===== config.mk =====
export PLATFORM = sky130hd
export DESIGN_NAME = pin_strap_status_and_sysconfig
export DESIGN_NICKNAME = d
export VERILOG_FILES = /design/src/hdl/pssc_pkg.sv /design/src/hdl/pssc_gain_decode.sv /design/src/hdl/pin_strap_status_and_sysconfig.sv
export SDC_FILE = /design/constraint.sdc
export NUM_CORES = 1
export LEC_CHECK = 0
export BUFFER_PORTS_ARGS = -buffer_cell sky130_fd_sc_hd__buf_2
export CAP_MARGIN = 0
export CORE_MARGIN = 2
export CORE_UTILIZATION = 47
export CTS_CLUSTER_SIZE = 10
export DETAILED_ROUTE_END_ITERATION = 8
export GPL_TIMING_DRIVEN = 0
export HOLD_SLACK_MARGIN = 0.08
export PLACE_DENSITY = 0.79
export RECOVER_POWER = 100
export SYNTH_ARGS = -nofsm -noshare
export SYNTH_HDL_FRONTEND = slang
export SYNTH_SLANG_ARGS = --single-unit

===== constraint.sdc =====
create_clock -name mclk -period 1.8 [get_ports mclk]
set_input_delay 0.27 -clock mclk [delete_from_list [all_inputs] [get_ports mclk]]
set_output_delay 0.27 -clock mclk [all_outputs]
set_load 0.01 [all_outputs]

===== src/hdl/pssc_pkg.sv =====
// package: register map, field layout and reset values of the strap/config bank
package pssc_pkg;
   localparam int          ADDR_W          = 8;
   localparam int          DATA_W          = 32;
   // word index of the configuration register; byte address is four times it
   localparam logic [7:0]  SYSCFG_IDX      = 8'h42;
   localparam logic [7:0]  STATUS_IDX      = 8'h43;
   // field positions inside system_configuration
   localparam int          GAIN0_LSB       = 0;
   localparam int          GAIN1_LSB       = 3;
   localparam int          CNVRST_LSB      = 8;
   localparam int          CNVSHDN_LSB     = 10;
   localparam int          REFTRIM_LSB     = 16;
   localparam int          AUTOTX_BIT      = 24;
   localparam logic [31:0] SYSCFG_RESET    = 32'h0042_0000;
   localparam logic [31:0] SYSCFG_WMASK    = 32'h01ff_0f3f;
   // status layout
   localparam int          STAT_IO_LSB     = 3;
   localparam int          STAT_ADDR_LSB   = 1;
   localparam int          STAT_MULTI_BIT  = 0;
   localparam logic [7:0]  STATUS_RESET    = 8'h00;
   // gain multipliers, binary log2 shift amount; highest defined code
   localparam logic [2:0]  GAIN_MAX_CODE   = 3'h5;
   typedef enum logic [1:0] {
      PSSC_IDLE   = 2'b00,
      PSSC_ANSWER = 2'b01
   } pssc_bus_t;
endpackage : pssc_pkg


===== src/hdl/pssc_gain_decode.sv =====
// gain field decoder: code to shift amount of the amplifier
module pssc_gain_decode
   import pssc_pkg::*;
(
   // field in
   input  wire logic [2:0] gainCode,
   // decoded log2 gain
   output logic      [2:0] gainShift
);
   // undefined codes as one
   always_comb begin
      if (gainCode > GAIN_MAX_CODE) begin
         gainShift = 3'h0;
      end else begin
         gainShift = gainCode;
      end
   end
endmodule : pssc_gain_decode


===== src/hdl/pin_strap_status_and_sysconfig.sv =====
// strap status and system configuration register bank with avalon-mm slave
// Function
// status bits 6..3 show live level of each input io pin
// status bits 2..1 hold address strap pins latched at power-on
// status bit 0 is 1 when mode pin was low at power-on
// system configuration at 0x0042 holds gain, reset, shutdown, trim, auto-transmit
// each of two channels has own three-bit gain field
// gain codes 0..5 give 1..32; codes 110 and 111 give one
// status is read-only; straps change only at power-on reset
module pin_strap_status_and_sysconfig
   import pssc_pkg::*;
(
   // clock and reset
   input  wire logic              mclk,
   input  wire logic              nrst,
   // avalon-mm slave
   input  wire logic [ADDR_W-1:0] address,
   input  wire logic              read,
   input  wire logic              write,
   input  wire logic [3:0]        byteenable,
   input  wire logic [DATA_W-1:0] writedata,
   output logic      [DATA_W-1:0] readdata,
   output logic                   waitrequest,
   output logic      [1:0]        response,
   // device pins
   input  wire logic [3:0]        ioInputLevel,
   input  wire logic [1:0]        addrStrapPins,
   input  wire logic              modePin,
   // analog front end controls
   output logic      [2:0]        gainShiftCh0,
   output logic      [2:0]        gainShiftCh1,
   output logic      [1:0]        convResetCtl,
   output logic      [1:0]        convShutdownCtl,
   output logic      [7:0]        refTrim,
   output logic                   autoTxEnable
);
   logic [31:0] sysCfg_r, sysCfg_nxt;
   logic [3:0]  ioLevel_r, ioLevel_nxt;
   logic [1:0]  strap_r, strap_nxt;
   logic        multi_r, multi_nxt;
   logic        strapDone_r, strapDone_nxt;
   pssc_bus_t   bus_r, bus_nxt;
   logic [31:0] rdata_r, rdata_nxt;
   logic [1:0]  resp_r, resp_nxt;
   logic        waitReq_r, waitReq_nxt;
   logic [2:0]  gainCode [2];
   logic [2:0]  gainDec  [2];
   logic [31:0] statusWord;
   logic        reqHit;

   function automatic logic [31:0] be_mask(input logic [3:0] be);
      be_mask = {{8{be[3]}}, {8{be[2]}}, {8{be[1]}}, {8{be[0]}}};
   endfunction : be_mask

   // address decode, used only by the checks; the bus logic decodes with its own case
   function automatic logic is_cfg(input logic [ADDR_W-1:0] a);
      is_cfg = (a == SYSCFG_IDX);
   endfunction : is_cfg

   function automatic logic is_status(input logic [ADDR_W-1:0] a);
      is_status = (a == STATUS_IDX);
   endfunction : is_status

   // status assembly
   assign statusWord = {24'h0, 1'b0, ioLevel_r, strap_r, multi_r};
   assign reqHit     = (read | write) & (bus_r == PSSC_IDLE);

   // straps caught by clock after reset release, then frozen
   // limitation: strap pins must be steady for one cycle after release
   always_comb begin
      ioLevel_nxt   = ioInputLevel;
      strap_nxt     = strap_r;
      multi_nxt     = multi_r;
      strapDone_nxt = 1'b1;
      if (!strapDone_r) begin
         // latch strap pins
         strap_nxt = addrStrapPins;
         // low mode means multi
         multi_nxt = ~modePin;
      end
   end

   always_ff @(posedge mclk or negedge nrst) begin
      if (!nrst) begin
         ioLevel_r   <= 4'h0;
         strap_r     <= 2'h0;
         multi_r     <= 1'b0;
         strapDone_r <= 1'b0;
      end else begin
         ioLevel_r   <= ioLevel_nxt;
         strap_r     <= strap_nxt;
         multi_r     <= multi_nxt;
         strapDone_r <= strapDone_nxt;
      end
   end

   // bus: one wait cycle, answer on the second edge
   always_comb begin
      bus_nxt     = PSSC_IDLE;
      waitReq_nxt = 1'b1;
      sysCfg_nxt  = sysCfg_r;
      rdata_nxt  = rdata_r;
      resp_nxt   = resp_r;
      if (reqHit) begin
         // write lands on the taking edge; the master holds it to the answer
         bus_nxt     = PSSC_ANSWER;
         waitReq_nxt = 1'b0;
         resp_nxt    = 2'h0;
         unique case (address)
            SYSCFG_IDX: begin
               // writable configuration
               if (write) begin
                  sysCfg_nxt = (sysCfg_r & ~(be_mask(byteenable) & SYSCFG_WMASK))
                             | (writedata & be_mask(byteenable) & SYSCFG_WMASK);
               end
               rdata_nxt = sysCfg_r;
            end
            STATUS_IDX: begin
               // writes ignored
               rdata_nxt = statusWord;
            end
            default: begin
               rdata_nxt = 32'h0;
               resp_nxt  = 2'h2;
            end
         endcase
         if (write) begin
            rdata_nxt = 32'h0;
         end
      end
   end

   always_ff @(posedge mclk or negedge nrst) begin
      if (!nrst) begin
         bus_r    <= PSSC_IDLE;
         waitReq_r <= 1'b1;
         sysCfg_r <= SYSCFG_RESET;
         rdata_r  <= 32'h0;
         resp_r   <= 2'h0;
      end else begin
         bus_r    <= bus_nxt;
         waitReq_r <= waitReq_nxt;
         sysCfg_r <= sysCfg_nxt;
         rdata_r  <= rdata_nxt;
         resp_r   <= resp_nxt;
      end
   end

   assign readdata    = rdata_r;
   assign response    = resp_r;
   // own flop, so the port carries no decode glitch
   assign waitrequest = waitReq_r;

   // separate field per channel
   assign gainCode[0] = sysCfg_r[GAIN0_LSB +: 3];
   assign gainCode[1] = sysCfg_r[GAIN1_LSB +: 3];

   // one decoder per channel, nothing shared between them
   for (genvar ch = 0; ch < 2; ch++) begin : g_gain
      pssc_gain_decode u_dec (
         .gainCode  (gainCode[ch]),
         .gainShift (gainDec[ch])
      );
   end

   always_ff @(posedge mclk or negedge nrst) begin
      if (!nrst) begin
         gainShiftCh0    <= 3'h0;
         gainShiftCh1    <= 3'h0;
         convResetCtl    <= 2'h0;
         convShutdownCtl <= 2'h0;
         refTrim         <= SYSCFG_RESET[REFTRIM_LSB +: 8];
         autoTxEnable    <= 1'b0;
      end else begin
         // decoded gain to front end
         gainShiftCh0    <= gainDec[0];
         gainShiftCh1    <= gainDec[1];
         convResetCtl    <= sysCfg_r[CNVRST_LSB +: 2];
         convShutdownCtl <= sysCfg_r[CNVSHDN_LSB +: 2];
         refTrim         <= sysCfg_r[REFTRIM_LSB +: 8];
         autoTxEnable    <= sysCfg_r[AUTOTX_BIT];
      end
   end
endmodule : pin_strap_status_and_sysconfig


==> impl_metrics.csv, run 1 <==
group,metric,value,unit
layout,filler_cell_count,449,
timing,min_period_over_period,93.0,%
critical_path,rrSetupSlack,0.13,ns
clock_tree,tritoncts.num_buffers,9,
timing,achievable-frequency,0.597,GHz
synthesis,number_of_enable_flip_flop_cells_after_synthesis,0,
timing,grt_setup_unrepaired,"no",
layout,diodes,0,
critical_path,crit_cells,4,
clock_tree,cts_tree,"done",
placement,place_congestion,0.827,
critical_path,crit_path_category,"flip-flop to flip-flop",
routing,wire_per_inst,14.8,um
placement,placed_cell_area,0.00306,mm^2
power_and_ir_drop,net-switching-power,0.000679,W
layout,num-nets-final,331,
synthesis,synth_top_family_by_area,"multiplexers",
critical_path,critPathLaunch,"bus_r[0]$_DFF_PN0_",
critical_path,worstPathCellList,"nor4b_4, and4b_1, clkbuf_2, a22o_1",
critical_path,worst_r2r_endpoint,"readdata[16]$_DFFE_PN0N_",
critical_path,cp_top_family,"simple AND/OR/NAND/NOR gates",
die,io_pins,109,
grt,first_pass_grt_wire_length,8.61,mm
synthesis,synthAdderAreaFrac,0,%
timing,tightestPinTransition,0.918,ns
critical_path,crit_required,2.07,ns
critical_path,capturing_element_of_the_worst_setup_path,"readdata[16]$_DFFE_PN0N_",
critical_path,critical_path_peak_fanout,10,
synthesis,post_synth_instance_area,0.00252,mm^2
synthesis,post_synth_inst_count,166,
placement,port_buffers,81,
routing,drc_errors,0,
job,maxCapViolCount,0,
synthesis,synth-seq-area-share,68.8,%
clock_tree,clock-sinks,69,
grt,grtUsageTotal,19.1,%
clock_tree,path_clk_slew,0.07,ns
synthesis,count_of_different_cell_masters_after_synthesis,23,
clock_tree,cts_htree_levels,3,
die,die_height,77.2,um
timing,tns,0,ns
layout,layout_commonest_cell,"sky130_fd_sc_hd__dfrtp_1",
synthesis,synth_flop_cell,"sky130_fd_sc_hd__dfrtp_1",
die,core,0.00514,mm^2
timing,headroom_to_the_max_slew_limit,38.8,%
critical_path,worstReg2RegStart,"bus_r[0]$_DFF_PN0_",
die,start_util,49.0,%
synthesis,synthSimpleGateAreaFrac,6.55,%
critical_path,critical_path_arrival,1.94,ns
die,rows,26,
routing,vias_per_cell,4.75,
power_and_ir_drop,pwr-share-seq,50.1,%
critical_path,critical_path.n_buffers_inverters,1,
synthesis,synth_compound_gate_area_share,7.35,%
clock_tree,cts_resized,0,
critical_path,critical_path.startpoint_type,"flip-flop",
power_and_ir_drop,p_int,0.00254,W
layout,final_design_area_no_fill,0.00329,mm^2
routing,detailedRoute.firstIterationViolations,116,
synthesis,synthMuxAreaShare,12.2,%
clock_tree,cts_root_buf,"sky130_fd_sc_hd__clkbuf_8",
grt,grt_start_max_net_pins,70,
layout,leading_cell_types_in_the_layout_fill_and_taps_excluded,"sky130_fd_sc_hd__dfrtp_1 (64), sky130_fd_sc_hd__clkbuf_1 (44), sky130_fd_sc_hd__buf_2 (40)",
power_and_ir_drop,power.ir.vdd_worst,591,uV
routing,drt-pass1-iter-count,4,
power_and_ir_drop,clock_power_share,43.4,%
timing,report.final.setup_viol,0,
layout,drive_gt1_share,34.9,%
routing,detailroute.via_count,1669,
power_and_ir_drop,fin_total_pwr,0.00322,W
timing,hold_viol_final,0,
die,die-width,77.2,um
power_and_ir_drop,pwr_density_cell,977,mW/mm^2
placement,dpl.hpwl,3.61,mm
power_and_ir_drop,power.leakage,1.70,nW
critical_path,crit_path_end_kind,"flip-flop",
critical_path,reg2regPathDepth,4,
synthesis,postSynthAreaPerCell,15.2,um^2
synthesis,synth_async_sr_flop_share,100,%
synthesis,postSynthRegisterBits,69,
routing,postRouteAntennaNets,0,
grt,via_count_of_the_first_global_routing_pass,1770,
critical_path,cp_slowest_cell,"sky130_fd_sc_hd__dfrtp_1",
grt,grt-ovfl-total,0,
clock_tree,clock_tree.buffer_depth,2,
clock_tree,clk_latency,0.33,ns
synthesis,synthesis.yosys.warnings,0,
routing,totalWireLength,5.18,mm
critical_path,max_stage_delay,0.41,ns
timing,timing.final.crit_period,1.67,ns
die,die_area,0.00596,mm^2
layout,syn_to_final_growth,30.5,%
min_path,worst_hold_path_type,"input port to flip-flop",
grt,antenna_violations_before_repair,0,
synthesis,yosys.area_share.xor_xnor,0,%
outcome,run_status,"finished clean",
timing,clock-skew-final,0.00488,ns
power_and_ir_drop,power_frac_comb,6.6,%
power_and_ir_drop,switching_share_of_power,21.1,%
timing,report.final.slew_viol_count,0,
-- worst min path at each step --
stage | start | endpoint | slack (ns) | cells after the start
finish | modePin | multi_r$_DFFE_PN0N_ | 0.11 | 2
global route | modePin | multi_r$_DFFE_PN0N_ | 0.1 | 2
CTS | modePin | multi_r$_DFFE_PN0N_ | 0.09 | 2
detailed placement | flip-flop | refTrim[1]$_DFF_PN1_ | 0.36 | 0
global placement | flip-flop | refTrim[1]$_DFF_PN1_ | 0.36 | 0
floorplan | nrst | asynchronous set/reset pin | -0.03 | 0
-- layer usage --
metal | vias to the layer above | wire [um] | track usage (%) | part of all wire [%]
li1 | 774 | - | - | -
met2 | 62 | 2760 | 32.2 | 53
met3 | 9 | 263 | 4.24 | 5.1
met5 | - | 0 | 0 | 0
met4 | 0 | 113 | 10.7 | 2.2
met1 | 824 | 2050 | 22.6 | 40
-- power groups by stage --
stage / clock network [W] / registers (W) / logic (W)
floorplan: 0 / 0.00164 / 0.0000917
global placement: 0 / 0.00164 / 0.000201
detailed placement: 0 / 0.00164 / 0.000207
CTS: 0.00142 / 0.00161 / 0.000217
global route: 0.00148 / 0.00161 / 0.000236
finish: 0.00139 / 0.00161 / 0.000212
-- area by class of cell --
type,count,area [um^2],share of cell area [%]
inverter,2,7.51,0.228
buffer,17,115,3.50
multi-input combinational,90,709,21.6
tap,70,87.6,2.66
sequential,69,1730,52.7
timing repair buffer,87,412,12.5
clock inverter,4,70.1,2.13
clock buffer,12,155,4.72
-- Yosys cell counts (all sizes together) (2+ instances only) --
| cell type | number | area, um^2 |
|---|---|---|
| nand2 | 8 | 30.0 |
| conb | 2 | 7.51 |
| mux2i | 7 | 70.1 |
| mux2 | 21 | 236 |
| nand4 | 4 | 31.3 |
| inv | 2 | 7.51 |
| a22o | 13 | 114 |
| nor2b | 6 | 37.5 |
| buf | 15 | 108 |
| o21ai | 7 | 35.0 |
| clkbuf | 2 | 7.51 |
| dfstp | 5 | 131 |
| dfrtp | 64 | 1600 |
| a21boi | 2 | 15.0 |
| nor4b | 2 | 47.6 |
-- kinds of logic after synthesis --
group,Yosys count
AND/OR/NAND/NOR,23
buffers and inverters,19
AO/OA/AOI/OAI,25
multiplexers,28
other,2
flip-flops,69
-- through the flow --
| step | utilization (%) | hold slack, ns | setup slack [ns] | instances |
|---|---|---|---|---|
| CTS | 64.9 | 0.0902 | 0.0387 | 350 |
| global route | 64.0 | 0.0993 | 0.00543 | 351 |
| detailed placement | 59.5 | 0.363 | -0.0788 | 329 |
| floorplan | - | -0.0256 | 0.360 | 178 |
| global placement | 59.5 | 0.361 | -0.0679 | 329 |
| finish | 64.0 | 0.106 | 0.126 | 351 |
-- timing repair --
item | CTS | global route
endpoints found under the setup margin | 0 | 6
endpoints found under the hold margin | 68 | 0
buffers inserted | 0 | 1
hold buffers | 5 | 0
No activity file was read; power rests on OpenSTA's default activity.
==> inputs of run 2 (changes only) <==
- BUFFER_PORTS_ARGS: -buffer_cell sky130_fd_sc_hd__buf_2 -> default
- CORE_UTILIZATION: 47 -> 60
- DONT_BUFFER_PORTS: default -> 1
- PLACE_DENSITY: 0.79 -> 0.76
==> impl_metrics.csv, run 2 (synthesis results as in run 1) <==
group,metric,value,unit
power_and_ir_drop,net-switching-power,0.000617,W
layout,leading_cell_types_in_the_layout_fill_and_taps_excluded,"sky130_fd_sc_hd__dfrtp_1 (64), sky130_fd_sc_hd__mux2_2 (21), sky130_fd_sc_hd__dlygate4sd3_1 (20)",
routing,detailroute.via_count,1442,
clock_tree,clock_tree.buffer_depth,2,
power_and_ir_drop,clock_power_share,39.8,%
critical_path,rrSetupSlack,0.13,ns
timing,tns,0,ns
layout,num-nets-final,265,
grt,grtUsageTotal,23.8,%
layout,syn_to_final_growth,20.0,%
layout,drive_gt1_share,25.1,%
outcome,violations,"hold timing",
critical_path,reg2regPathDepth,3,
placement,dpl.hpwl,3.35,mm
critical_path,critical_path_arrival,1.88,ns
power_and_ir_drop,pwr-share-seq,55.2,%
clock_tree,cts_tree,"done",
clock_tree,cts_htree_levels,3,
routing,wire_per_inst,19.0,um
layout,layout_commonest_cell,"sky130_fd_sc_hd__dfrtp_1",
clock_tree,cts_root_buf,"sky130_fd_sc_hd__clkbuf_8",
timing,report.final.setup_viol,0,
timing,clock-skew-final,0.00639,ns
grt,first_pass_grt_wire_length,7.56,mm
die,rows,23,
critical_path,crit_path_category,"flip-flop to flip-flop",
clock_tree,path_clk_slew,0.07,ns
grt,grt-ovfl-total,0,
power_and_ir_drop,power_frac_comb,5.0,%
routing,drt-pass1-iter-count,4,
clock_tree,cts_resized,0,
job,maxCapViolCount,0,
routing,vias_per_cell,5.44,
critical_path,crit_path_end_kind,"flip-flop",
timing,headroom_to_the_max_slew_limit,65.4,%
timing,final.hold.worst_slack,-0.375,ns
routing,postRouteAntennaNets,0,
critical_path,critical_path.startpoint_type,"flip-flop",
power_and_ir_drop,switching_share_of_power,21.0,%
timing,report.final.slew_viol_count,0,
die,io_pins,109,
power_and_ir_drop,power.leakage,1.54,nW
layout,finalCoreUtilization,75.1,%
routing,totalWireLength,5.04,mm
outcome,run_status,"complete, but fails checks",
clock_tree,clock-sinks,69,
timing,achievable-frequency,0.599,GHz
layout,filler_cell_count,243,
critical_path,critical_path_peak_fanout,8,
layout,diodes,0,
routing,detailedRoute.firstIterationViolations,112,
timing,hold_viol_final,69,
timing,min_period_over_period,92.7,%
die,die_area,0.00473,mm^2
die,die_height,68.8,um
min_path,worst_hold_path_type,"input port to asynchronous set/reset pin",
clock_tree,clk_latency,0.33,ns
grt,grt_start_max_net_pins,70,
placement,port_buffers,0,
timing,grt_setup_unrepaired,"no",
critical_path,crit_required,2.01,ns
power_and_ir_drop,p_int,0.00232,W
power_and_ir_drop,power.ir.vdd_worst,583,uV
die,die-width,68.8,um
routing,drc_errors,0,
placement,place_congestion,0.845,
grt,antenna_violations_before_repair,0,
critical_path,critPathLaunch,"bus_r[0]$_DFF_PN0_",
power_and_ir_drop,pwr_density_cell,971,mW/mm^2
critical_path,worstReg2RegStart,"bus_r[0]$_DFF_PN0_",
timing,timing.final.crit_period,1.67,ns
grt,via_count_of_the_first_global_routing_pass,1574,
timing,tightestPinTransition,0.519,ns
die,core,0.00403,mm^2
clock_tree,tritoncts.num_buffers,9,
die,start_util,62.5,%
[run 2: layout make-up]
type	count	area [um^2]	area share [%]
tap	50	62.6	2.07
multi-input combinational	90	709	23.5
timing repair buffer	21	205	6.79
clock buffer	15	186	6.16
buffer	17	115	3.81
inverter	2	7.51	0.248
sequential	69	1730	57.3
clock inverter	1	5.00	0.165
[run 2: critical path, stage by stage (launching register included)]
cell                      delay, ns
sky130_fd_sc_hd__dfrtp_1       0.41
sky130_fd_sc_hd__nor4b_4       0.37
sky130_fd_sc_hd__nand4_2       0.36
sky130_fd_sc_hd__mux2_2        0.40
[run 2: per-layer routing]
metal / part of all wire, % / vias to the layer above / track usage [%]
met4: 2.8 / 0 / 14.5
met2: 53 / 70 / 39.5
met5: 0 / - / 0
li1: - / 643 / -
met1: 37 / 715 / 26.3
met3: 7.4 / 14 / 8.12
[run 2: worst max path at each step]
| stage | to | slack, ns | cells after the start |
|---|---|---|---|
| floorplan | flip-flop | 0.36 | 3 |
| global placement | flip-flop | 0.19 | 3 |
| detailed placement | flip-flop | 0.11 | 3 |
| CTS | flip-flop | 0.09 | 3 |
| global route | flip-flop | 0.01 | 3 |
| finish | flip-flop | 0.13 | 3 |
[run 2: per-stage QoR]
stage / hold slack (ns) / total power, W / cells / area [um^2] / worst slack (ns)
4_1_cts: -0.389 / 0.00295 / 263 / 3010 / 0.0910
5_1_grt: -0.393 / 0.00305 / 265 / 3020 / 0.0135
2_1_floorplan: -0.0256 / 0.00173 / 178 / 2560 / 0.360
3_5_place_dp: -0.0241 / 0.00176 / 228 / 2630 / 0.108
6_report: -0.375 / 0.00294 / 265 / 3020 / 0.132
3_3_place_gp: -0.0241 / 0.00175 / 228 / 2630 / 0.189
[run 2: power by group through the flow]
stage,combinational (W),sequential [W],clock [W]
floorplan,0.0000917,0.00164,0
global placement,0.000104,0.00165,0
detailed placement,0.000106,0.00165,0
CTS,0.000139,0.00162,0.00118
global route,0.000161,0.00163,0.00127
finish,0.000147,0.00162,0.00117
[run 2: repair_timing]
action,CTS,global route
endpoints found under the setup margin,0,6
hold endpoints to repair,88,70
setup buffers,0,1
hold buffers,19,1
